<file path="config.mk">
export PLATFORM = sky130hd
export DESIGN_NAME = lpcd_device_flat
export DESIGN_NICKNAME = d
export VERILOG_FILES = /design/src/shared/lpcd_pkg.sv /design/src/shared/lpcd_if.sv /design/src/design/lpcd_device.sv /design/src/flat_wrapper.sv
export SDC_FILE = /design/constraint.sdc
export NUM_CORES = 1
export LEC_CHECK = 0
export ABC_AREA = 0
export BUFFER_PORTS_ARGS = -buffer_cell sky130_fd_sc_hd__buf_2
export CAP_MARGIN = 30
export CORE_ASPECT_RATIO = 2
export CORE_MARGIN = 3
export CORE_UTILIZATION = 54
export CTS_CLUSTER_SIZE = 25
export DETAILED_ROUTE_END_ITERATION = 12
export GPL_ROUTABILITY_DRIVEN = 1
export PLACE_DENSITY = 0.82
export SYNTH_ARGS = -nofsm -noshare
export SYNTH_HDL_FRONTEND = slang
export SYNTH_SLANG_ARGS = --single-unit
</file>
<file path="constraint.sdc">
create_clock -name clk -period 2.1 [get_ports clk]
set_input_delay 0.21 -clock clk [delete_from_list [all_inputs] [get_ports clk]]
set_output_delay 0.21 -clock clk [all_outputs]
set_load 0.1 [all_outputs]
</file>
<file path="src/shared/lpcd_pkg.sv">
/*
  Package for the LCD power/contrast command decoder: command codes, field
  positions, reset values and power-save states shared by both ends.
  Assumes nothing beyond a SystemVerilog compiler.
*/
package lpcd_pkg;
  localparam logic [7:0] CMD_SCAN_BASE   = 8'h00_C0;
  localparam logic [7:0] CMD_SCAN_MASK   = 8'h00_F0;
  localparam logic [7:0] CMD_PWR_BASE    = 8'h00_28;
  localparam logic [7:0] CMD_RATIO_BASE  = 8'h00_20;
  localparam logic [7:0] CMD_GRP3_MASK   = 8'h00_F8;
  localparam logic [7:0] CMD_CONTRAST    = 8'h00_81;
  localparam logic [7:0] CMD_IND_OFF     = 8'h00_AC;
  localparam logic [7:0] CMD_IND_ON      = 8'h00_AD;
  localparam logic [7:0] CMD_DISP_OFF    = 8'h00_AE;
  localparam logic [7:0] CMD_DISP_ON     = 8'h00_AF;
  localparam logic [7:0] CMD_ALL_NORMAL  = 8'h00_A4;
  localparam logic [7:0] CMD_ALL_ON      = 8'h00_A5;
  localparam logic [7:0] CMD_SOFT_RESET  = 8'h00_E2;
  localparam int         SCAN_DIR_BIT    = 3;
  localparam int         PWR_FOLLOWER    = 0;
  localparam int         PWR_REGULATOR   = 1;
  localparam int         PWR_BOOSTER     = 2;
  localparam logic [2:0] RATIO_RESET     = 3'h0;
  localparam logic [5:0] CONTRAST_RESET  = 6'h20;
  localparam logic [5:0] CONTRAST_ADVISE = 6'h20;
  localparam logic [1:0] IND_RESET       = 2'h0;
  localparam logic [1:0] IND_OFF_STATE   = 2'h0;
  localparam logic [2:0] PWR_RESET       = 3'h0;
  // Blink half-periods at the 100 MHz clock; about 1 s and 0.5 s periods
  localparam int         CLK_HZ          = 100_000_000;
  localparam int         BLINK_SLOW_MS   = 500;
  localparam int         BLINK_FAST_MS   = 250;
  localparam int         BLINK_SLOW_CYC  = CLK_HZ / 1000 * BLINK_SLOW_MS;
  localparam int         BLINK_FAST_CYC  = CLK_HZ / 1000 * BLINK_FAST_MS;
  localparam int         POLARITY_CYC    = 1000;

  typedef enum logic [1:0] {
    PS_ACTIVE  = 2'b00,
    PS_SLEEP   = 2'b01,
    PS_STANDBY = 2'b10
  } lpcd_ps_t;

  typedef enum logic [1:0] {
    SEQ_IDLE     = 2'b00,
    SEQ_CONTRAST = 2'b01,
    SEQ_IND      = 2'b10
  } lpcd_seq_t;
endpackage

</file>
<file path="src/shared/lpcd_if.sv">
/*
  Command link between the host and the decoder: one write strobe with the
  data/command select and a byte. Assumes both ends share clk and nrst.
*/
`timescale 1ns/1ps
interface lpcd_if (
  input wire logic clk,
  input wire logic nrst
);
  logic       wr_stb;
  logic       dc_sel;
  logic [7:0] data;

  modport device (input clk, input nrst, input wr_stb, input dc_sel, input data);
  modport host (input clk, input nrst, output wr_stb, output dc_sel, output data);
endinterface

</file>
<file path="src/design/lpcd_device.sv">
/*
  Device end: decodes command bytes into scan direction, power circuit,
  regulator ratio, contrast and static indicator state, and runs power save.
  Assumes the host keeps two-byte sequences unbroken on the link.
*/
// Function
// RL1: C0h-CFh bit 3 selects scan direction
// RL2: 28h-2Fh stores 3-bit power configuration
// RL3: Bits enable follower, regulator, booster
// RL4: 20h-27h stores regulator resistor ratio
// RL5: 81h arms contrast value mode
// RL6: Host sends value right after 81h
// RL7: Value loads six bits, releases mode
// RL8: Host advised contrast 100000 if unused
// RL9: ACh indicator off; ADh on, arms register
// RL10: Indicator value follows; mode then cleared
// RL11: Two bits pick off, slow, fast, on
// RL12: Indicator only changed by indicator commands
// RL13: All-on while display off enters power save
// RL14: Host wakes with display-on plus indicator-on
// RL15: Sleep stops oscillator, supplies; outputs grounded
// RL16: Standby grounds outputs, indicator keeps running
// RL17: Power save keeps settings and RAM access
// RL18: Soft reset in standby goes sleep
// RL19: E2h reinitialises ratio, contrast, indicator mode
// RL20: A5h while display off is power save
// RL21: Only command writes accepted; reset clears mode
// RL22: Pending second byte always consumed
`timescale 1ns/1ps
module lpcd_device #(
  parameter int BLINK_SLOW = lpcd_pkg::BLINK_SLOW_CYC,
  parameter int BLINK_FAST = lpcd_pkg::BLINK_FAST_CYC
) (
  // Link
  lpcd_if.device          lnk,
  // Settings
  output logic            scan_reverse,
  output logic [2:0]      power_circuit_control,
  output logic [2:0]      regulator_resistor_ratio,
  output logic [5:0]      contrast_level,
  output logic [1:0]      indicator_blink_state,
  // Supplies and drivers
  output logic            osc_run,
  output logic            follower_on,
  output logic            regulator_on,
  output logic            booster_on,
  output logic            drivers_grounded,
  output logic            display_on,
  output logic            all_on,
  output logic [1:0]      power_save_state,
  // Indicator pins
  output logic            polarity_toggle_out,
  output logic            indicator_drive_pin
);
  lpcd_pkg::lpcd_ps_t  ps_reg;
  lpcd_pkg::lpcd_seq_t seq_reg;
  logic                scan_reg;
  logic [2:0]          pwr_reg;
  logic [2:0]          ratio_reg;
  logic [5:0]          contrast_reg;
  logic [1:0]          ind_reg;
  logic                ind_on_reg;
  logic                disp_on_reg;
  logic                all_on_reg;
  logic [31:0]         blink_cnt_reg;
  logic                blink_reg;
  logic [31:0]         pol_cnt_reg;
  logic                pol_reg;
  logic                cmd;
  logic                in_seq;
  logic [7:0]          d;

  function automatic logic grp(input logic [7:0] b, input logic [7:0] mask, input logic [7:0] base);
    grp = (b & mask) == base;
  endfunction

  assign d      = lnk.data;
  assign cmd    = lnk.wr_stb && !lnk.dc_sel; // [RL21]
  assign in_seq = seq_reg != lpcd_pkg::SEQ_IDLE;

  // Two-byte sequence tracking; any command byte in a pending sequence is its value
  always_ff @(posedge lnk.clk or negedge lnk.nrst) begin
    if (!lnk.nrst) begin
      seq_reg <= lpcd_pkg::SEQ_IDLE; // [RL21]
    end else if (cmd) begin
      if (in_seq) begin
        seq_reg <= lpcd_pkg::SEQ_IDLE; // [RL7] [RL10] [RL22]
      end else if (d == lpcd_pkg::CMD_CONTRAST) begin
        seq_reg <= lpcd_pkg::SEQ_CONTRAST; // [RL5]
      end else if (d == lpcd_pkg::CMD_IND_ON) begin
        seq_reg <= lpcd_pkg::SEQ_IND; // [RL9]
      end else if (d == lpcd_pkg::CMD_SOFT_RESET) begin
        seq_reg <= lpcd_pkg::SEQ_IDLE; // [RL19]
      end
    end
  end

  // Single-byte settings; power configuration is left alone by soft reset
  always_ff @(posedge lnk.clk or negedge lnk.nrst) begin
    if (!lnk.nrst) begin
      scan_reg    <= 1'b0;
      pwr_reg     <= lpcd_pkg::PWR_RESET;
      ratio_reg   <= lpcd_pkg::RATIO_RESET;
      disp_on_reg <= 1'b0;
      all_on_reg  <= 1'b0;
    end else if (cmd && !in_seq) begin
      if (grp(d, lpcd_pkg::CMD_SCAN_MASK, lpcd_pkg::CMD_SCAN_BASE)) begin
        scan_reg <= d[lpcd_pkg::SCAN_DIR_BIT]; // [RL1]
      end else if (grp(d, lpcd_pkg::CMD_GRP3_MASK, lpcd_pkg::CMD_PWR_BASE)) begin
        pwr_reg <= d[2:0]; // [RL2]
      end else if (grp(d, lpcd_pkg::CMD_GRP3_MASK, lpcd_pkg::CMD_RATIO_BASE)) begin
        ratio_reg <= d[2:0]; // [RL4]
      end else if (d == lpcd_pkg::CMD_SOFT_RESET) begin
        ratio_reg <= lpcd_pkg::RATIO_RESET; // [RL19]
      end else if (d == lpcd_pkg::CMD_DISP_ON) begin
        disp_on_reg <= 1'b1;
      end else if (d == lpcd_pkg::CMD_DISP_OFF) begin
        disp_on_reg <= 1'b0;
      end else if (d == lpcd_pkg::CMD_ALL_ON) begin
        all_on_reg <= 1'b1;
      end else if (d == lpcd_pkg::CMD_ALL_NORMAL) begin
        all_on_reg <= 1'b0;
      end
    end
  end

  // Contrast register
  always_ff @(posedge lnk.clk or negedge lnk.nrst) begin
    if (!lnk.nrst) begin
      contrast_reg <= lpcd_pkg::CONTRAST_RESET;
    end else if (cmd && seq_reg == lpcd_pkg::SEQ_CONTRAST) begin
      contrast_reg <= d[5:0]; // [RL7] [RL22]
    end else if (cmd && !in_seq && d == lpcd_pkg::CMD_SOFT_RESET) begin
      contrast_reg <= lpcd_pkg::CONTRAST_RESET; // [RL19]
    end
  end

  // Static indicator: only the indicator commands and reset touch it
  always_ff @(posedge lnk.clk or negedge lnk.nrst) begin
    if (!lnk.nrst) begin
      ind_on_reg <= 1'b0;
      ind_reg    <= lpcd_pkg::IND_RESET;
    end else if (cmd && seq_reg == lpcd_pkg::SEQ_IND) begin
      ind_reg <= d[1:0]; // [RL10] [RL11] [RL22]
    end else if (cmd && !in_seq) begin
      if (d == lpcd_pkg::CMD_IND_OFF) begin
        ind_on_reg <= 1'b0; // [RL9] [RL12]
      end else if (d == lpcd_pkg::CMD_IND_ON) begin
        ind_on_reg <= 1'b1; // [RL9]
      end else if (d == lpcd_pkg::CMD_SOFT_RESET) begin
        ind_on_reg <= 1'b0; // [RL19]
        ind_reg    <= lpcd_pkg::IND_RESET;
      end
    end
  end

  // Power save; settings registers are not touched on entry or exit [RL17]
  always_ff @(posedge lnk.clk or negedge lnk.nrst) begin
    if (!lnk.nrst) begin
      ps_reg <= lpcd_pkg::PS_ACTIVE;
    end else if (cmd && !in_seq) begin
      unique case (ps_reg)
        lpcd_pkg::PS_ACTIVE: begin
          if (d == lpcd_pkg::CMD_ALL_ON && !disp_on_reg) begin
            ps_reg <= ind_on_reg ? lpcd_pkg::PS_STANDBY : lpcd_pkg::PS_SLEEP; // [RL13] [RL20]
          end
        end
        lpcd_pkg::PS_SLEEP: begin
          // Release needs display-on or all-on off; indicator-on is the host's part [RL14]
          if (d == lpcd_pkg::CMD_DISP_ON || d == lpcd_pkg::CMD_ALL_NORMAL) begin
            ps_reg <= lpcd_pkg::PS_ACTIVE;
          end
        end
        lpcd_pkg::PS_STANDBY: begin
          if (d == lpcd_pkg::CMD_SOFT_RESET) begin
            ps_reg <= lpcd_pkg::PS_SLEEP; // [RL18]
          end else if (d == lpcd_pkg::CMD_DISP_ON || d == lpcd_pkg::CMD_ALL_NORMAL) begin
            ps_reg <= lpcd_pkg::PS_ACTIVE;
          end
        end
        default: ps_reg <= lpcd_pkg::PS_ACTIVE;
      endcase
    end
  end

  // Blink timebase; halts with the oscillator in sleep
  always_ff @(posedge lnk.clk or negedge lnk.nrst) begin
    if (!lnk.nrst) begin
      blink_cnt_reg <= 32'h0000_0000;
      blink_reg     <= 1'b0;
    end else if (ps_reg != lpcd_pkg::PS_SLEEP) begin
      if (blink_cnt_reg >= 32'(((ind_reg == 2'h1) ? BLINK_SLOW : BLINK_FAST) - 1)) begin
        blink_cnt_reg <= 32'h0000_0000;
        blink_reg     <= !blink_reg;
      end else begin
        blink_cnt_reg <= blink_cnt_reg + 32'h0000_0001;
      end
    end
  end

  // Frame polarity toggles; indicator pin is opposite it when lit, follows it when dark
  always_ff @(posedge lnk.clk or negedge lnk.nrst) begin
    if (!lnk.nrst) begin
      pol_cnt_reg <= 32'h0000_0000;
      pol_reg     <= 1'b0;
    end else if (ps_reg != lpcd_pkg::PS_SLEEP) begin
      if (pol_cnt_reg >= 32'(lpcd_pkg::POLARITY_CYC - 1)) begin
        pol_cnt_reg <= 32'h0000_0000;
        pol_reg     <= !pol_reg;
      end else begin
        pol_cnt_reg <= pol_cnt_reg + 32'h0000_0001;
      end
    end
  end

  logic lit;
  always_comb begin
    unique case (ind_reg)
      2'h0:    lit = 1'b0;
      2'h1:    lit = blink_reg;
      2'h2:    lit = blink_reg;
      default: lit = 1'b1;
    endcase
    lit = lit && ind_on_reg;
  end

  always_ff @(posedge lnk.clk or negedge lnk.nrst) begin
    if (!lnk.nrst) begin
      polarity_toggle_out <= 1'b0;
      indicator_drive_pin <= 1'b0;
    end else if (ps_reg == lpcd_pkg::PS_SLEEP) begin
      polarity_toggle_out <= 1'b0; // [RL15]
      indicator_drive_pin <= 1'b0;
    end else begin
      polarity_toggle_out <= pol_reg; // [RL12] [RL16]
      indicator_drive_pin <= lit ? !pol_reg : pol_reg;
    end
  end

  assign scan_reverse             = scan_reg;
  assign power_circuit_control    = pwr_reg;
  assign regulator_resistor_ratio = ratio_reg;
  assign contrast_level           = contrast_reg;
  assign indicator_blink_state    = ind_reg;
  assign display_on               = disp_on_reg;
  assign all_on                   = all_on_reg;
  assign power_save_state         = ps_reg;
  assign osc_run                  = ps_reg != lpcd_pkg::PS_SLEEP; // [RL15]
  assign drivers_grounded         = ps_reg != lpcd_pkg::PS_ACTIVE; // [RL15] [RL16]
  assign follower_on  = pwr_reg[lpcd_pkg::PWR_FOLLOWER] && ps_reg == lpcd_pkg::PS_ACTIVE; // [RL3]
  assign regulator_on = pwr_reg[lpcd_pkg::PWR_REGULATOR] && ps_reg == lpcd_pkg::PS_ACTIVE; // [RL3]
  assign booster_on   = pwr_reg[lpcd_pkg::PWR_BOOSTER] && ps_reg == lpcd_pkg::PS_ACTIVE; // [RL3]
endmodule

</file>
<file path="src/flat_wrapper.sv">
// flat-port wrapper written by rule: the top's interface ports become plain ports
module lpcd_device_flat 
#(
  parameter int BLINK_SLOW = lpcd_pkg::BLINK_SLOW_CYC,
  parameter int BLINK_FAST = lpcd_pkg::BLINK_FAST_CYC
)
  (scan_reverse, power_circuit_control, regulator_resistor_ratio, contrast_level, indicator_blink_state, osc_run, follower_on, regulator_on, booster_on, drivers_grounded, display_on, all_on, power_save_state, polarity_toggle_out, indicator_drive_pin, clk, nrst, lnk_wr_stb, lnk_dc_sel, lnk_data);
  lpcd_if lnk_i (.clk(clk), .nrst(nrst));
  output logic scan_reverse;
  output logic [2:0] power_circuit_control;
  output logic [2:0] regulator_resistor_ratio;
  output logic [5:0] contrast_level;
  output logic [1:0] indicator_blink_state;
  output logic osc_run;
  output logic follower_on;
  output logic regulator_on;
  output logic booster_on;
  output logic drivers_grounded;
  output logic display_on;
  output logic all_on;
  output logic [1:0] power_save_state;
  output logic polarity_toggle_out;
  output logic indicator_drive_pin;
  input wire logic clk;
  input wire logic nrst;
  input wire logic [$bits(lnk_i.wr_stb)-1:0] lnk_wr_stb;
  input wire logic [$bits(lnk_i.dc_sel)-1:0] lnk_dc_sel;
  input wire logic [$bits(lnk_i.data)-1:0] lnk_data;
  assign lnk_i.wr_stb = lnk_wr_stb;
  assign lnk_i.dc_sel = lnk_dc_sel;
  assign lnk_i.data = lnk_data;
  lpcd_device #(.BLINK_SLOW(BLINK_SLOW), .BLINK_FAST(BLINK_FAST)) u_core (.lnk(lnk_i), .scan_reverse(scan_reverse), .power_circuit_control(power_circuit_control), .regulator_resistor_ratio(regulator_resistor_ratio), .contrast_level(contrast_level), .indicator_blink_state(indicator_blink_state), .osc_run(osc_run), .follower_on(follower_on), .regulator_on(regulator_on), .booster_on(booster_on), .drivers_grounded(drivers_grounded), .display_on(display_on), .all_on(all_on), .power_save_state(power_save_state), .polarity_toggle_out(polarity_toggle_out), .indicator_drive_pin(indicator_drive_pin));
endmodule
</file>
==> key figures, run 1 <==
Placement
  • Pre-CTS setup slack: -0.201 ns
  • Post-DP HPWL: 7650 µm
  • DP Cell Count: 612
  • Area of placed instances: 5130 µm²
  • Final Wtd Congestion: 0.912
  • Port buffer count: 37

Drt
  • Total Wirelength: around 11000 µm
  • Drt first pass iters: 5
  • Routed Antenna Nets: 0
  • Via/cell ratio: 6.05
  • Starting DRC count in detailed routing: 172
  • DRC viols: 0
  • Vias after detailed routing: approximately 3800
  • Wire per inst: 17.8 µm

Setup path
  • Nature of the critical path startpoint: register
  • Setup crit end kind: register
  • Critical Path RT: 2.31 ns
  • Crit Path Class: reg -> reg
  • Worst R2R Setup Slack: -0.14 ns
  • R2r worst-path depth: 10
  • Crit Path Max Fanout: 8
  • Crit path DAT: 2.46 ns

Die
  • Initial Utilization: 55.7%
  • Die area: 9830 µm²
  • Die H: approximately 140 µm
  • # rows: 47
  • Core Region: 8350 µm²
  • Die span in x: 71.6 µm
  • IO Count: 38

Global route
  • First-pass GRT wire length: 18500 µm
  • Total gr overflow: 0
  • Met1 Use GR: 24.7%
  • GRT busiest layer: met2
  • Initial antenna violation count: 0
  • Global Route Usage Sum: 24.0%
  • Met2 Use GR: 43.6%
  • Grt met3 use: 3.36%
  • Vias in the first global route: 3936
  • Largest net degree at the start of global routing: 51

Synthesis
  • Seq cells post-synth: 90
  • Avg Inst Size Synth: 9.91 µm²
  • Yosys top cell by area: dfrtp_1
  • Post-Syn Instances: ~470
  • Synth warnings: 0
  • Post-synthesis sequential area ratio: 48.5%
  • Asr flop ratio synth: 100%
  • Most frequent cell after synthesis: dfrtp_1
  • Area contributors post-synth: dfrtp_1, nor2_1, xor2_1
  • Syn_nets: 491
  • Synth top area share: between 40% and 50%
  • Number of synthesized flops with an enable pin: 0
  • Top cells by count, synth: dfrtp_1, nor2_1, nand2_1
  • Synth cell types: between 50 and 60
  • Top FF cell, synth: dfrtp_1
  • Mapped cell area: 4650 µm²

Timing
  • Fin. max-slew vios: 0
  • Final setup vio count: 32
  • Min Tclk post-route: 2.24 ns
  • Worst setup margin: -0.144 ns
  • Final Skew: between 0.006 and 0.007 ns
  • Final Hold Slack: 0.147 ns
  • Relative slew margins: between 60% and 70%
  • Fmax: around 450 MHz
  • Period utilization: 107%
  • Slew @ Worst Pin: about 0.55 ns
  • RSZ-0062 raised after global routing: yes
  • Hold Vio Cnt, Final: 0
  • Total Neg Setup Slack: -3.79 ns

Cells and area
  • Share of cells above drive strength 1: 24.3%
  • Fillers: 622
  • # diodes: 0
  • Nets: 552
  • Design area: 5610 µm²
  • Multi-input gate area: 2400 µm²
  • Post-layout util: 67.2%
  • Area delta synth->final: 20.7%
  • Post-route insts no fill: 632
  • Seq. cell area: 2270 µm²

Power
  • Power, Total: 4.51 mW
  • Pwr Density: 803 nW/µm²
  • Leakage: ~2.6 nW
  • VDD IR max: approximately 0.00053 V

Run
  • Max_cap viols: 0

Hold path
  • Worst Hold Depth: 2
  • Hold crit path type: in -> reg

Clock tree
  • CTS buffer count: 9
  • Htree depth: 3
  • Root buffer cell: clkbuf_16
  • CTS Buffer Depth: 2
  • CTS tree: yes
  • Worst-path clk slew: 0.06 ns
  • Clock Latency Late Sink: 0.34 ns
  • # clock sinks: 90

Status
  • Failing checks: setup timing
  • Status: finished, violations left
[critical path, cell delays in order, from the launching register on]
cell and delay, ns:
dfrtp_4 0.49, inv_4 0.07, ha_4 0.15, inv_6 0.06
ha_4 0.29, nand4_4 0.14, o31ai_4 0.34, a21oi_4 0.06
buf_12 0.15, a21o_1 0.16, a22o_1 0.20
[cell families after synthesis]
group | share of synthesized area [%]
muxes | 1.45
xor gates and xnor gates | 6.97
AOI/OAI and AO/OA | 10.9
buffers and inverters | 3.47
adders and majority gates | 2.69
DFF | 48.5
and+or+nand+nor | 26.0
[repair_timing]
| item | 4_1_cts | 5_1_grt |
|---|---|---|
| pin swaps | 4 | 4 |
| endpoints found under the setup margin | 33 | 35 |
| hold endpoints to repair | 40 | 0 |
| hold buffers | 1 | 0 |
| buffers inserted | 3 | 1 |
| gates resized for setup | 14 | 8 |
| gates cloned | 0 | 1 |
[layout by cell type (no fill, tap or decap), types with 4 or more instances in the layout]
master | netlist | layout
nor3_1 | 13 | 12
o21a_1 | 4 | 4
buf_12 | 0 | 4
nor2_1 | 72 | 70
a31oi_1 | 9 | 7
nand3_1 | 25 | 25
nand4_1 | 9 | 9
ha_4 | 0 | 5
xor2_1 | 20 | 18
nand2b_1 | 10 | 10
mux2_2 | 6 | 6
ha_1 | 10 | 5
nand2_2 | 2 | 4
and4_1 | 4 | 4
inv_1 | 16 | 14
o21ai_0 | 16 | 14
dfrtp_1 | 89 | 85
nand2_1 | 38 | 36
nor3_2 | 4 | 5
and3_1 | 5 | 5
nor4_1 | 8 | 8
and2_1 | 6 | 6
buf_2 | 3 | 36
nor4_4 | 4 | 4
buf_4 | 2 | 22
xnor2_1 | 17 | 17
clkbuf_16 | 0 | 10
a21oi_1 | 13 | 11
a22o_1 | 11 | 11
[power by group]
part           switching, mW  internal [mW]
Combinational          0.565          0.298
Sequential             0.185           1.90
Clock                  0.644          0.918
[final timing paths]
check | start | to
max | u_core.indicator_blink_state[1] | u_core.blink_cnt_reg[3]
min | lnk_data[4] | u_core.contrast_level[4]
max reg2reg | u_core.indicator_blink_state[1] | u_core.blink_cnt_reg[3]
min reg2reg | u_core.contrast_level[5] | u_core.contrast_level[5]
max in group asynchronous | nrst | u_core.contrast_level[5]
min in group asynchronous | nrst | u_core.pol_cnt_reg[15]
[final cells by class]
class	count	area share (%)
Inverter	17	1.27
Clock inverter	4	0.958
Timing Repair Buffer	65	8.40
Sequential cell	90	40.4
Tap cell	98	2.18
Clock buffer	11	4.15
Multi-Input combinational cell	347	42.7
[layer usage]
metal	wire [µm]	vias to the layer above
li1	-	1762
met1	4060	1902
met2	6270	116
met3	313	44
met4	584	0
met5	0	-
Note: power is estimated with default switching activity, not from simulation.
==> inputs of run 2 (changes only) <==
HOLD_SLACK_MARGIN = 0.15   (was not set)
==> key figures, run 2 (synthesized netlist as in run 1, its figures left out) <==
Status
  • Status: finished, violations left (unchanged)
  • Failing checks: setup timing (unchanged)

Cells and area
  • Seq. cell area: 2270 µm² (unchanged)
  • Nets: 553 (was 552)
  • Multi-input gate area: 2400 µm² (unchanged)
  • # diodes: 0 (unchanged)
  • Area delta synth->final: 21.0% (was 20.7%)
  • Most frequent cells in the layout: dfrtp_1, nor2_1, nand2_1, buf_2, nand3_1 (unchanged)
  • Post-layout util: 67.4% (was 67.2%)
  • Fillers: 620 (was 622)
  • Leading cell type in the layout, fill and taps excluded: dfrtp_1 (unchanged)
  • Share of cells above drive strength 1: 24.3% (about the same)

Drt
  • Total Wirelength: 11300 µm (was 11200 µm)
  • Routed Antenna Nets: 0 (unchanged)
  • Starting DRC count in detailed routing: 222 (was 172)
  • Vias after detailed routing: 3814 (was 3824)
  • Via/cell ratio: 6.03 (was 6.05)
  • DRC viols: 0 (unchanged)
  • Wire per inst: 17.8 µm (about the same)
  • Drt first pass iters: 5 (unchanged)

Die
  • Core Region: 8350 µm² (unchanged)
  • Die span in x: 71.6 µm (unchanged)
  • IO Count: 38 (unchanged)
  • # rows: 47 (unchanged)
  • Die area: 9830 µm² (unchanged)
  • Die H: 137 µm (unchanged)
  • Initial Utilization: 55.7% (unchanged)

Setup path
  • Largest delay contributor family on the critical path: compound AO/OA/AOI/OAI gates (unchanged)
  • Setup crit end kind: register (unchanged)
  • CP Cell Sequence: inv_4 > ha_4 > inv_6 > ha_4 > nand4_4 > o31ai_4 > a21oi_4 > buf_12 > a21o_1 > a22o_1 (unchanged)
  • Crit path top cell by count: ha_4 (unchanged)
  • Worst path max stage delay: 0.49 ns (about the same)
  • Crit Path Class: reg -> reg (unchanged)
  • Critical Path RT: 2.31 ns (about the same)
  • Critical path's slowest cell: dfrtp_4 (unchanged)
  • Nature of the critical path startpoint: register (unchanged)
  • CP Buf/Inv Count: 3 (unchanged)
  • Crit path DAT: 2.46 ns (about the same)
  • Crit Path Max Fanout: 8 (unchanged)

Power
  • Clock group share of total power: 34.6% (about the same)
  • VDD IR max: 0.000529 V (was 0.000528 V)
  • Sw Share: 30.9% (about the same)
  • Pwr Density: 801 nW/µm² (was 803 nW/µm²)
  • Logic pwr share: 19.2% (was 19.1%)
  • Leakage: 2.56 nW (was 2.55 nW)
  • Switching power: 1.39 mW (about the same)
  • Sequential power share: 46.2% (about the same)
  • Cell Int Power: 3.12 mW (was 3.11 mW)

Run
  • Max_cap viols: 0 (unchanged)

Clock tree
  • CTS tree: yes (unchanged)
  • Clock Latency Late Sink: 0.34 ns (about the same)
  • Htree depth: 3 (unchanged)
  • Root buffer cell: clkbuf_16 (unchanged)
  • Worst-path clk slew: 0.06 ns (about the same)
  • CTS buffer count: 9 (unchanged)
  • # clock sinks: 90 (unchanged)
  • CTS Buffer Depth: 2 (unchanged)

Placement
  • Pre-CTS setup slack: -0.201 ns (unchanged)
  • Post-DP HPWL: 7650 µm (unchanged)
  • Final Wtd Congestion: 0.912 (unchanged)
  • Port buffer count: 37 (unchanged)

Global route
  • Initial antenna violation count: 0 (unchanged)
  • Vias in the first global route: 3945 (was 3936)
  • Total gr overflow: 0 (unchanged)
  • Global Route Usage Sum: 24.1% (was 24.0%)
  • First-pass GRT wire length: 18500 µm (about the same)
  • Largest net degree at the start of global routing: 51 (unchanged)

Timing
  • Worst setup margin: -0.145 ns (was -0.144 ns)
  • Fmax: 445 MHz (was 446 MHz)
  • Final Skew: 0.00526 ns (was 0.00627 ns)
  • Fin. max-slew vios: 0 (unchanged)
  • Relative slew margins: 63.5% (was 63.6%)
  • RSZ-0062 raised after global routing: yes (unchanged)
  • Period utilization: 107% (about the same)
  • Slew @ Worst Pin: 0.547 ns (about the same)
  • Min Tclk post-route: 2.25 ns (was 2.24 ns)
  • Final setup vio count: 32 (unchanged)
  • Hold Vio Cnt, Final: 0 (unchanged)

Hold path
  • Hold crit path type: in -> reg (unchanged)
[run 2: cell types whose count changed in the layout (fill, tap and decap cells not counted), sizes merged]
cell / delta
dlygate4sd3: +1
[run 2: final cells by class]
type / count / share of cell area, %
flip-flops and latches: 90 / 40.3
inverters: 17 / 1.27
repair buffers: 66 / 8.57
clock buffers: 11 / 4.14
multi-input cells: 347 / 42.6
clock inverters: 4 / 0.957
well taps: 98 / 2.18
[run 2: timing repair]
action,in CTS,in global routing
endpoints found under the hold margin,41,0
hold buffers,2,0
gates cloned,0,1
pin swaps,4,4
endpoints found under the setup margin,33,35
resized for setup,14,8
setup buffers,3,1
[run 2: tightest hold or removal path: cells and delay by family]
family / cells / cell delay [ns]
buffers and inverters: 2 / 0.21
AOI/OAI and AO/OA: 1 / 0.08
[run 2: final timing paths]
check	startpoint	end	slack (ns)	cells past startpoint
hold / removal	lnk_data[5]	u_core.contrast_level[5]	0.17	3
min in group asynchronous	nrst	u_core.pol_cnt_reg[15]	0.40	2
setup reg to reg	u_core.indicator_blink_state[1]	u_core.blink_cnt_reg[3]	-0.15	10
setup / recovery	u_core.indicator_blink_state[1]	u_core.blink_cnt_reg[3]	-0.15	10
max in group asynchronous	nrst	u_core.contrast_level[5]	1.01	3
hold reg to reg	u_core.contrast_level[5]	u_core.contrast_level[5]	0.47	2
[run 2: power by group through the flow]
stage / clock, mW / sequential (mW) / combinational, mW
floorplan: 0 / 2.26 / 0.419
global placement: 0 / 2.08 / 0.794
detailed placement: 0 / 2.10 / 0.832
CTS: 1.58 / 2.07 / 0.846
global route: 1.64 / 2.10 / 0.935
finish: 1.56 / 2.08 / 0.865
[run 2: per-layer routing]
metal,track usage (%),up-vias,part of all wire [%]
met5,0,-,0
met4,16.7,0,5.2
met3,3.36,42,2.6
met2,43.7,94,56
met1,24.7,1914,36
li1,-,1764,-
[run 2: per-stage QoR]
stage	hold WS, ns	cell area, µm²	power (mW)	TNS [ns]	std cells
floorplan	-0.0856	4720	2.68	-8.86	469
detailed placement	0.227	5130	2.93	-3.84	612
finish	0.172	5620	4.51	-3.83	633
CTS	0.169	5560	4.49	-2.04	632
global placement	0.221	5130	2.88	-1.90	612
global route	0.187	5620	4.68	-6.67	633
